$ cat src/rtl/fpd_pkg.sv
package fpd_pkg;
    // Register word indices on the serial register port
    localparam logic [7:0] ADDR_CONV_GLOBAL = 8'h01;
    localparam logic [7:0] ADDR_CONV_DIG_A  = 8'h04;
    localparam logic [7:0] ADDR_CONV_CH_A   = 8'h18;
    localparam logic [7:0] ADDR_CONV_CH_B   = 8'h24;
    localparam logic [7:0] ADDR_CONV_CH_C   = 8'h30;
    localparam logic [7:0] ADDR_CONV_CH_D   = 8'h3c;
    localparam logic [7:0] ADDR_AMP_CTRL    = 8'hc5;
    localparam logic [7:0] ADDR_AMP_CH_UP   = 8'hd5;
    // Field positions
    localparam int BIT_AMP_GLOBAL  = 15;
    localparam int BIT_AMP_QUICK   = 14;
    localparam int BIT_PREAMP      = 13;
    localparam int BIT_GAIN_CHAIN  = 12;
    localparam int BIT_CONV_GLOBAL = 0;
    localparam int BIT_SER_DIS     = 5;
    localparam int LSB_ANA         = 4;
    localparam int LSB_LANE        = 8;
    localparam int LSB_DIG         = 12;
    localparam int NUM_CH          = 16;
    localparam logic [15:0] REG_RESET = 16'h0000;

    typedef struct packed {
        logic [15:0] preamp;
        logic [15:0] gainChain;
        logic [15:0] mixer;
        logic [15:0] crossPoint;
        logic        reference;
        logic        controlVoltage;
        logic        cwSummer;
    } fpd_amp_pd_t;

    typedef struct packed {
        logic [15:0] analog;
        logic [15:0] digital;
        logic [15:0] dataSerializer;
        logic        frameClockSerializer;
        logic        refClockBuffer;
        logic        pll;
    } fpd_conv_pd_t;

    typedef struct packed {
        logic        write;
        logic [7:0]  addr;
        logic [15:0] data;
    } fpd_reg_req_t;
endpackage

$ cat src/rtl/fpd_sync.sv
`timescale 1ns/1ps
module fpd_sync (
    // Clock and reset
    input  wire logic clock,
    input  wire logic rstn,
    // Pin level
    input  wire logic pinIn,
    output logic      pinSync
);
    logic stage1_r;
    always_ff @(posedge clock or negedge rstn) begin
        if (!rstn) begin
            stage1_r <= 1'b0;
            pinSync  <= 1'b0;
        end else begin
            stage1_r <= pinIn;
            pinSync  <= stage1_r;
        end
    end
endmodule // fpd_sync

$ cat src/rtl/fpd_regs.sv
`timescale 1ns/1ps
module fpd_regs
    import fpd_pkg::*;
(
    // Clock and reset
    input  wire logic          clock,
    input  wire logic          rstn,
    // Register port
    input  fpd_pkg::fpd_reg_req_t req,
    input  wire logic          reqValid,
    output logic [15:0]        readData,
    output logic               readHit,
    // Stored words
    output logic [15:0]        convGlobal_r,
    output logic [15:0]        convDigA_r,
    output logic [15:0]        convCh_r [4],
    output logic [15:0]        ampCtrl_r,
    output logic [15:0]        ampChUp_r
);
    function automatic logic [2:0] chIndex(input logic [7:0] a);
        case (a)
            ADDR_CONV_CH_A: chIndex = 3'd0;
            ADDR_CONV_CH_B: chIndex = 3'd1;
            ADDR_CONV_CH_C: chIndex = 3'd2;
            ADDR_CONV_CH_D: chIndex = 3'd3;
            default:        chIndex = 3'd4;
        endcase
    endfunction

    logic [2:0] idx;
    assign idx = chIndex(req.addr);

    always_ff @(posedge clock or negedge rstn) begin
        if (!rstn) begin
            convGlobal_r <= REG_RESET;
            convDigA_r   <= REG_RESET;
            ampCtrl_r    <= REG_RESET;
            ampChUp_r    <= REG_RESET;
            for (int i = 0; i < 4; i++) begin
                convCh_r[i] <= REG_RESET;
            end
        end else if (reqValid && req.write) begin
            if (req.addr == ADDR_CONV_GLOBAL) convGlobal_r <= req.data;
            if (req.addr == ADDR_CONV_DIG_A)  convDigA_r   <= req.data;
            if (req.addr == ADDR_AMP_CTRL)    ampCtrl_r    <= req.data;
            if (req.addr == ADDR_AMP_CH_UP)   ampChUp_r    <= req.data;
            if (idx != 3'd4) convCh_r[idx[1:0]] <= req.data;
        end
    end

    // Unmapped words read as zero
    always_ff @(posedge clock or negedge rstn) begin
        if (!rstn) begin
            readData <= 16'h0000;
            readHit  <= 1'b0;
        end else if (reqValid && !req.write) begin
            readHit  <= 1'b1;
            if (req.addr == ADDR_CONV_GLOBAL)    readData <= convGlobal_r;
            else if (req.addr == ADDR_CONV_DIG_A) readData <= convDigA_r;
            else if (req.addr == ADDR_AMP_CTRL)  readData <= ampCtrl_r;
            else if (req.addr == ADDR_AMP_CH_UP) readData <= ampChUp_r;
            else if (idx != 3'd4)                readData <= convCh_r[idx[1:0]];
            else begin
                readData <= 16'h0000;
                readHit  <= 1'b0;
            end
        end else begin
            readHit <= 1'b0;
        end
    end
endmodule // fpd_regs

$ cat src/rtl/fpd_frontend_powerdown_control.sv
// Contract
// - Pins and serial-written register bits both request block power-down.
// - Band gap and serial interface never power down.
// - Amp global bit or global pin sleeps every amplifier-side block.
// - Amp quick bit or quick pin sleeps all but reference and control voltage.
// - Per-channel amp bits sleep that channel's preamp, gain chain, mixer, crosspoint.
// - Preamp bit sleeps only the preamps of all channels.
// - Gain chain bit sleeps only attenuator, PGA and LPF of all channels.
// - Each block enable is the OR of all controls covering it.
// - Converter global bit or global pin sleeps every converter block.
// - Quick pin sleeps converter analog, digital, data serializers only.
// - Serial-out disable bit sleeps data and frame/clock serializers.
// - Per-channel analog bits sleep only that channel's converter analog.
// - Per-channel digital bits sleep only that channel's converter digital.
// - Per-channel lane bits sleep only that channel's data serializer.
// - Per-channel controls hit one channel; global controls hit all.
`timescale 1ns/1ps
module fpd_frontend_powerdown_control
    import fpd_pkg::*;
(
    // Clock and reset
    input  wire logic           clock,
    input  wire logic           rstn,
    // Sleep pins
    input  wire logic           global_sleep_pin,
    input  wire logic           quick_sleep_pin,
    // Register port
    input  fpd_pkg::fpd_reg_req_t regReq,
    input  wire logic           regReqValid,
    output logic [15:0]         regReadData,
    output logic                regReadValid,
    // Block sleep enables
    output fpd_pkg::fpd_amp_pd_t  ampSleep,
    output fpd_pkg::fpd_conv_pd_t convSleep,
    // Always-on domain indicators
    output logic                bandGapOn,
    output logic                serialIfOn
);
    import fpd_pkg::*;

    logic        globalPin;
    logic        quickPin;
    logic [15:0] convGlobal_r;
    logic [15:0] convDigA_r;
    logic [15:0] convCh_r [4];
    logic [15:0] ampCtrl_r;
    logic [15:0] ampChUp_r;

    fpd_sync uGlobalSync (
        .clock   (clock),
        .rstn    (rstn),
        .pinIn   (global_sleep_pin),
        .pinSync (globalPin)
    );

    fpd_sync uQuickSync (
        .clock   (clock),
        .rstn    (rstn),
        .pinIn   (quick_sleep_pin),
        .pinSync (quickPin)
    );

    // Register port never gated by any sleep control
    fpd_regs uRegs (
        .clock        (clock),
        .rstn         (rstn),
        .req          (regReq),
        .reqValid     (regReqValid),
        .readData     (regReadData),
        .readHit      (regReadValid),
        .convGlobal_r (convGlobal_r),
        .convDigA_r   (convDigA_r),
        .convCh_r     (convCh_r),
        .ampCtrl_r    (ampCtrl_r),
        .ampChUp_r    (ampChUp_r)
    );

    assign bandGapOn  = 1'b1;
    assign serialIfOn = 1'b1;

    // Field extraction
    logic        ampGlobal;
    logic        ampQuick;
    logic        preampAll;
    logic        gainAll;
    logic [15:0] ampChan;
    logic        convGlobal;
    logic        serDisable;
    logic [15:0] anaChan;
    logic [15:0] digChan;
    logic [15:0] laneChan;

    function automatic logic [15:0] spread(input logic b);
        spread = {NUM_CH{b}};
    endfunction

    assign ampGlobal  = ampCtrl_r[BIT_AMP_GLOBAL] | globalPin;
    assign ampQuick   = ampCtrl_r[BIT_AMP_QUICK] | quickPin;
    assign preampAll  = ampCtrl_r[BIT_PREAMP];
    assign gainAll    = ampCtrl_r[BIT_GAIN_CHAIN];
    assign ampChan    = {ampChUp_r[7:0], ampCtrl_r[7:0]};
    assign convGlobal = convGlobal_r[BIT_CONV_GLOBAL] | globalPin;
    assign serDisable = convGlobal_r[BIT_SER_DIS];

    // Channel order: register A holds channels 3..0, D holds 15..12
    always_comb begin
        anaChan  = '0;
        digChan  = '0;
        laneChan = '0;
        for (int g = 0; g < 4; g++) begin
            anaChan[g*4 +: 4]  = convCh_r[g][LSB_ANA +: 4];
            laneChan[g*4 +: 4] = convCh_r[g][LSB_LANE +: 4];
            if (g == 0) begin
                digChan[3:0] = convDigA_r[LSB_DIG +: 4];
            end else begin
                digChan[g*4 +: 4] = convCh_r[g][LSB_DIG +: 4];
            end
        end
    end

    // Combinational OR of every covering control; releases wake immediately
    logic [15:0] allChAmp;
    assign allChAmp = spread(ampGlobal | ampQuick);

    assign ampSleep.preamp         = allChAmp | spread(preampAll) | ampChan;
    assign ampSleep.gainChain      = allChAmp | spread(gainAll) | ampChan;
    assign ampSleep.mixer          = allChAmp | ampChan;
    assign ampSleep.crossPoint     = allChAmp | ampChan;
    assign ampSleep.reference      = ampGlobal;
    assign ampSleep.controlVoltage = ampGlobal;
    assign ampSleep.cwSummer       = ampGlobal | ampQuick;

    assign convSleep.analog         = spread(convGlobal | quickPin) | anaChan;
    assign convSleep.digital        = spread(convGlobal | quickPin) | digChan;
    assign convSleep.dataSerializer = spread(convGlobal | quickPin | serDisable) | laneChan;
    assign convSleep.frameClockSerializer = convGlobal | serDisable;
    assign convSleep.refClockBuffer = convGlobal;
    assign convSleep.pll            = convGlobal;
endmodule // fpd_frontend_powerdown_control

$ cat config.mk
export PLATFORM = sky130hd
export DESIGN_NAME = fpd_frontend_powerdown_control
export DESIGN_NICKNAME = d
export VERILOG_FILES = /design/src/rtl/fpd_pkg.sv /design/src/rtl/fpd_sync.sv /design/src/rtl/fpd_regs.sv /design/src/rtl/fpd_frontend_powerdown_control.sv
export SDC_FILE = /design/constraint.sdc
export NUM_CORES = 1
export LEC_CHECK = 0
export BUFFER_PORTS_ARGS = -buffer_cell sky130_fd_sc_hd__clkbuf_2
export CAP_MARGIN = 30
export CORE_UTILIZATION = 30
export CTS_CLUSTER_SIZE = 28
export DETAILED_ROUTE_END_ITERATION = 10
export MAX_ROUTING_LAYER = met4
export SLEW_MARGIN = 20
export SYNTH_ARGS = -nofsm -noshare
export SYNTH_HDL_FRONTEND = slang
export SYNTH_SLANG_ARGS = --single-unit
$ cat constraint.sdc
create_clock -name clock -period 4.75 [get_ports clock]
set_input_delay 0.95 -clock clock [delete_from_list [all_inputs] [get_ports clock]]
set_output_delay 0.95 -clock clock [all_outputs]
set_load 0.01 [all_outputs]
# Word-level counts from Yosys, hierarchy flattened
# Index checks and enable logic that the tools add are counted.
[word_totals]
regBits = 149
inputBits = 30
out_inout_bits = 137
word_cells = 68
[classes]
order_cmp = 2
n_eq_ne = 9
muxes = 18
bitwise = 16
n_reduce_logical = 9
[ops]
columns = ["op", "count"]
rows = [
  ["16-bit 2-to-1 mux", 8],
  ["16-bit bitwise OR", 8],
  ["64-bit bitwise mux", 1],
  ["16-bit binary-select mux with 2-bit select", 1],
  ["16-bit demux with 2-bit select", 1],
  ["8-bit by 6-bit equality test with 1-bit output, second input constant", 3],
  ["8-bit equality test, second input constant", 2],
  ["3-bit case mux with 4 select lines", 1],
  ["2-bit AND reduction", 5],
  ["8-bit by 1-bit equality test with 1-bit output, second input constant", 1],
  ["8-bit by 3-bit equality test with 1-bit output, second input constant", 1],
  ["8-bit by 5-bit equality test with 1-bit output, second input constant", 1],
  ["1-bit bitwise OR", 7],
  ["1-bit 2-to-1 mux", 6],
  ["3-bit >= comparator, second input constant", 1],
  ["1-bit logical AND", 3],
  ["3-bit by 1-bit less-than comparator with 1-bit output, second input constant", 1],
  ["3-bit != test, second input constant", 1],
  ["2-bit NOT with 3-bit output", 1],
  ["1-bit zero test", 1],
]

# Depth between registers and ports, before layout
[depth]
word_depth = 11
depth_mapped = 8
mapped_depth_nobuf = 5

# Modules after synthesis
# Synthesis repeated with hierarchy kept, for this count alone.
[unflattened]
hier_cells = 664
hier_area_um2 = 7584.8
[modules_own_cells]
columns = ["module", "instances", "cells_per_inst", "area_per_inst_um2", "seq_area_each_um2"]
rows = [
  ["fpd_regs", 1, 523, 6613.8, 3628.5],
  ["fpd_frontend_powerdown_control", 1, 137, 870.8, 0.0],
  ["fpd_sync", 2, 2, 50.0, 50.0],
]

# Worst setup path after synthesis
# Ideal clock, no wire load.
[synth_path]
path_type = "register to output"
startpoint = "register uGlobalSync.pinSync"
endpoint = "output ampSleep[41] (netlist bit)"
arrival_time_ps = 1845
required_ps = 3800
slack_ps = 1955
path_stages_with_launch = 6
path_buffers = 1
cell_sequence = "dfrtp_1 or2_2 nor3_1 inv_1 clkbuf_1 or3_1"
[synth_lines]
columns = ["item", "line_no", "rtl"]
rows = [
  ["start, declared", "fpd_sync.sv:8", "output logic pinSync"],
  ["start signal, assigned", "fpd_sync.sv:17", "pinSync <= stage1_r;"],
  ["end, declared", "fpd_frontend_powerdown_control.sv:33", "output fpd_pkg::fpd_amp_pd_t ampSleep,"],
]

==> results.sh <==
export IMPL_powerDensity_nw_per_um2=311.6
export IMPL_cts_tree="done"
export IMPL_final_common_cell="clkbuf_2"
export IMPL_yosysTopAreaCellShare=0.4614
export IMPL_yosysUniqueCellTypes=60
export IMPL_drive_gt1_frac=0.4343
export IMPL_cts_resized_gates=0
export IMPL_crit_fanout=33
export IMPL_nets=893
export IMPL_synth_xor_area_frac=0.001084
export IMPL_cts_root_buf="clkbuf_16"
export IMPL_hold_end="uQuickSync.pinSync$_DFF_PN0_"
export IMPL_clock_skew_final_ns=0.006651
export IMPL_vias=6372
export IMPL_ir_drop_mv=0.2566
export IMPL_setup_tns_ns=0
export IMPL_grt_max_degree=107
export IMPL_end_kind="output port"
export IMPL_worstHoldPathCells=0
export IMPL_yosysSeqAreaShare=0.4614
export IMPL_yosys_area_top_type="dfrtp_1"
export IMPL_syn_area_sq_um=8082
export IMPL_synthesis_instances=739
export IMPL_hp_start="uQuickSync.stage1_r$_DFF_PN0_"
export IMPL_hpwl_mm=18.32
export IMPL_cts_setup_buffers=0
export IMPL_wl_mm=25.77
export IMPL_h_tree_depth=4
export IMPL_grt_pass1_wl_mm=38.71
export IMPL_timing_hold_ws_ns=0.3463
export IMPL_clk_latency_ns=0.43
export IMPL_drt_first_iter_violations=553
export IMPL_yosys_warnings=0
export IMPL_r2r_end="uRegs.readData[15]$_DFFE_PN0P_"
export IMPL_grt_pass1_vias=6064
export IMPL_cpPeakStageDelay_ns=0.42
export IMPL_setup_viol_count_final=0
export IMPL_design_core_area_sq_um=26210
export IMPL_synthMuxAreaShare=0.1830
export IMPL_critPathTopFamily="simple AND/OR/NAND/NOR gates"
export IMPL_r2r_slack_ns=2.92
export IMPL_rr_worst_depth=5
export IMPL_synth_edf_count=0
export IMPL_worst_pin_slew_ns=0.9739
export IMPL_clock_sinks=149
export IMPL_post_route_min_period_ns=3.353
export IMPL_ys_seq_elements=149
export IMPL_synth_area_top_cells="dfrtp_1 (46%), mux2_2 (16%), or3_1 (4.6%), or2_2 (2.6%), buf_4 (2.6%)"
export IMPL_avgSynthCellArea_sq_um=10.94
export IMPL_required_ns=3.80
export IMPL_synth_top_family_by_area="simple AND/OR/NAND/NOR gates"
export IMPL_min_path_type="reg2reg"
export IMPL_violations="DRC"
export IMPL_synth_adder_area_share=0.001239
export IMPL_drt_first_pass_iters=9
export IMPL_die_w_um=166.1
export IMPL_std_cell_rows=59
export IMPL_drv_cap=0
export IMPL_ys_async_sr_fraction=1.000
export IMPL_leakagePower_nw=4.526
export IMPL_worst_r2r_startpoint="uRegs.convCh_r[15]$_DFFE_PN0P_"
export IMPL_start_util=0.3084
export IMPL_hold_viol=0
export IMPL_synth_compound_area_frac=0.1065
export IMPL_slowest_stage="or3_1"
export IMPL_grt_util_all_layers=0.1923
export IMPL_slew_violations=0
export IMPL_ios=167
export IMPL_criticalPathCategory="reg2out"
export IMPL_clock_path_buffers=2
export IMPL_rsz0062_at_grt="no"
export IMPL_wl_per_cell_um=21.26
export IMPL_port_buffers=164
export IMPL_overflow=0
export IMPL_critPathLaunchType="register"
export IMPL_antenna_found_initial=1
export IMPL_crit_buf_inv=3
export IMPL_antenna_left=0
export IMPL_numCtsBuffers=17
export IMPL_cts_clk_slew_worst_paths_ns=0.06
export IMPL_gp_congestion=0.8561
export IMPL_area_growth_pct=18.81
export IMPL_vias_per_cell=5.257
export IMPL_fmax_mhz=298.3
export IMPL_hold_buffers=0
export IMPL_status="finished, violations left"
export IMPL_crit_chain="or2_2, nor3_1, buf_4, inv_1, or3_1, clkbuf_2"
export IMPL_slew_headroom=0.3489
export IMPL_final_cell_mix="clkbuf_2 (163), dfrtp_1 (149), mux2_2 (112)"
export IMPL_yosys_most_used_dff="dfrtp_1"
export IMPL_fp_dieArea_sq_um=27600
export IMPL_route_detailed_drc=27
export IMPL_die_h_um=166.1
export IMPL_timing_final_crit_share=0.7058
export IMPL_arrival_ns=2.40
export IMPL_synth_simple_area_share=0.1914
==> synth_stat cells (3+ instances only) <==
cell type and n:
nor2_1 24, nand2b_1 16, a22o_1 8, o22ai_1 9, o21ai_1 8, a221o_1 8
or3_1 59, nand3b_1 8, a21boi_0 7, clkbuf_1 27, a211oi_1 8, or2_2 34
buf_4 28, nand3_1 4, and2_1 11, and4_1 8, nand2_1 30, o221ai_1 7
mux2_1 6, o21ai_0 33, a21oi_1 33, dfrtp_1 149, nor3_1 3, a221oi_1 7
mux2_4 10, mux2_2 112, buf_2 13, nor2b_1 27
==> how the worst max path moves through the flow <==
stage | start | end | slack, ns | cells after the start
finish | uRegs.ampCtrl_r[15]$_DFFE_PN0P_ | ampSleep[37] | 1.40 | 6
detailed placement | regReq[20] | uRegs.ampChUp_r[11]$_DFFE_PN0P_ | 1.49 | 4
floorplan | uGlobalSync.pinSync$_DFF_PN0_ | ampSleep[41] | 1.96 | 5
global placement | regReq[20] | uRegs.convGlobal_r[12]$_DFFE_PN0P_ | 1.52 | 6
CTS | uRegs.ampCtrl_r[15]$_DFFE_PN0P_ | ampSleep[37] | 1.38 | 6
global route | uRegs.ampCtrl_r[15]$_DFFE_PN0P_ | ampSleep[45] | 1.24 | 6
==> per-layer routing <==
| layer | up-vias | GRT usage | wire [um] |
|---|---|---|---|
| li1 | 2902 | - | - |
| met4 | 0 | 0.05323 | 416 |
| met3 | 28 | 0.04337 | 1751 |
| met5 | - | - | 0 |
| met2 | 230 | 0.2706 | 11190 |
| met1 | 3212 | 0.2744 | 12410 |
==> worst register-to-register path, cell delays in order (launching register included) <==
cell	delay, ns
dfrtp_1	0.40
and4_1	0.21
a31oi_1	0.22
o22ai_1	0.12
a2111oi_0	0.64
nor3_1	0.10
==> state kept, by name, summed over array words and instances (netlist names) <==
signal	flops
uRegs.convCh_r	64
uRegs.ampChUp_r	16
uRegs.ampCtrl_r	16
uRegs.convDigA_r	16
uRegs.convGlobal_r	16
uRegs.readData	16
uGlobalSync.pinSync	1
uGlobalSync.stage1_r	1
uQuickSync.pinSync	1
uQuickSync.stage1_r	1
uRegs.readHit	1
==> cells by family (layout without fill, tap and decap cells) <==
logic type	count (synthesis)	count (layout)
flops	149	149
other cells	1	4
simple gates	248	248
mux	128	128
compound gates	134	134
xor+xnor	1	1
fa+ha+maj	1	1
buf+inv	77	212
==> per-stage QoR <==
stage | cells | setup WS (ns) | util | area [sq um] | total power [W]
5_1_grt | 1210 | 1.243 | 0.3662 | 9597 | 0.003094
2_1_floorplan | 740 | 1.955 | - | 8085 | 0.001548
4_1_cts | 1208 | 1.384 | 0.3647 | 9558 | 0.003006
3_3_place_gp | 1177 | 1.520 | 0.3431 | 8992 | 0.001701
3_5_place_dp | 1177 | 1.494 | 0.3431 | 8992 | 0.001705
6_report | 1212 | 1.397 | 0.3664 | 9602 | 0.002992
==> where the power goes <==
part / internal, W / switching, W / leakage [nW]
Combinational: 0.000128 / 0.000213 / 2.21
Clock: 0.000767 / 0.000541 / 0.268
Sequential: 0.00131 / 0.0000346 / 2.05
==> cell type report <==
type	instances	area [sq um]
multi-input cells	514	3913
fillers	2627	16600
clock inverters	13	136.4
inverters	2	7.507
repair buffers	179	963.4
flip-flops and latches	149	3729
well taps	335	419.2
diodes	2	5.005
clock buffers	18	429.2
Power figures use the tool's default switching activity.
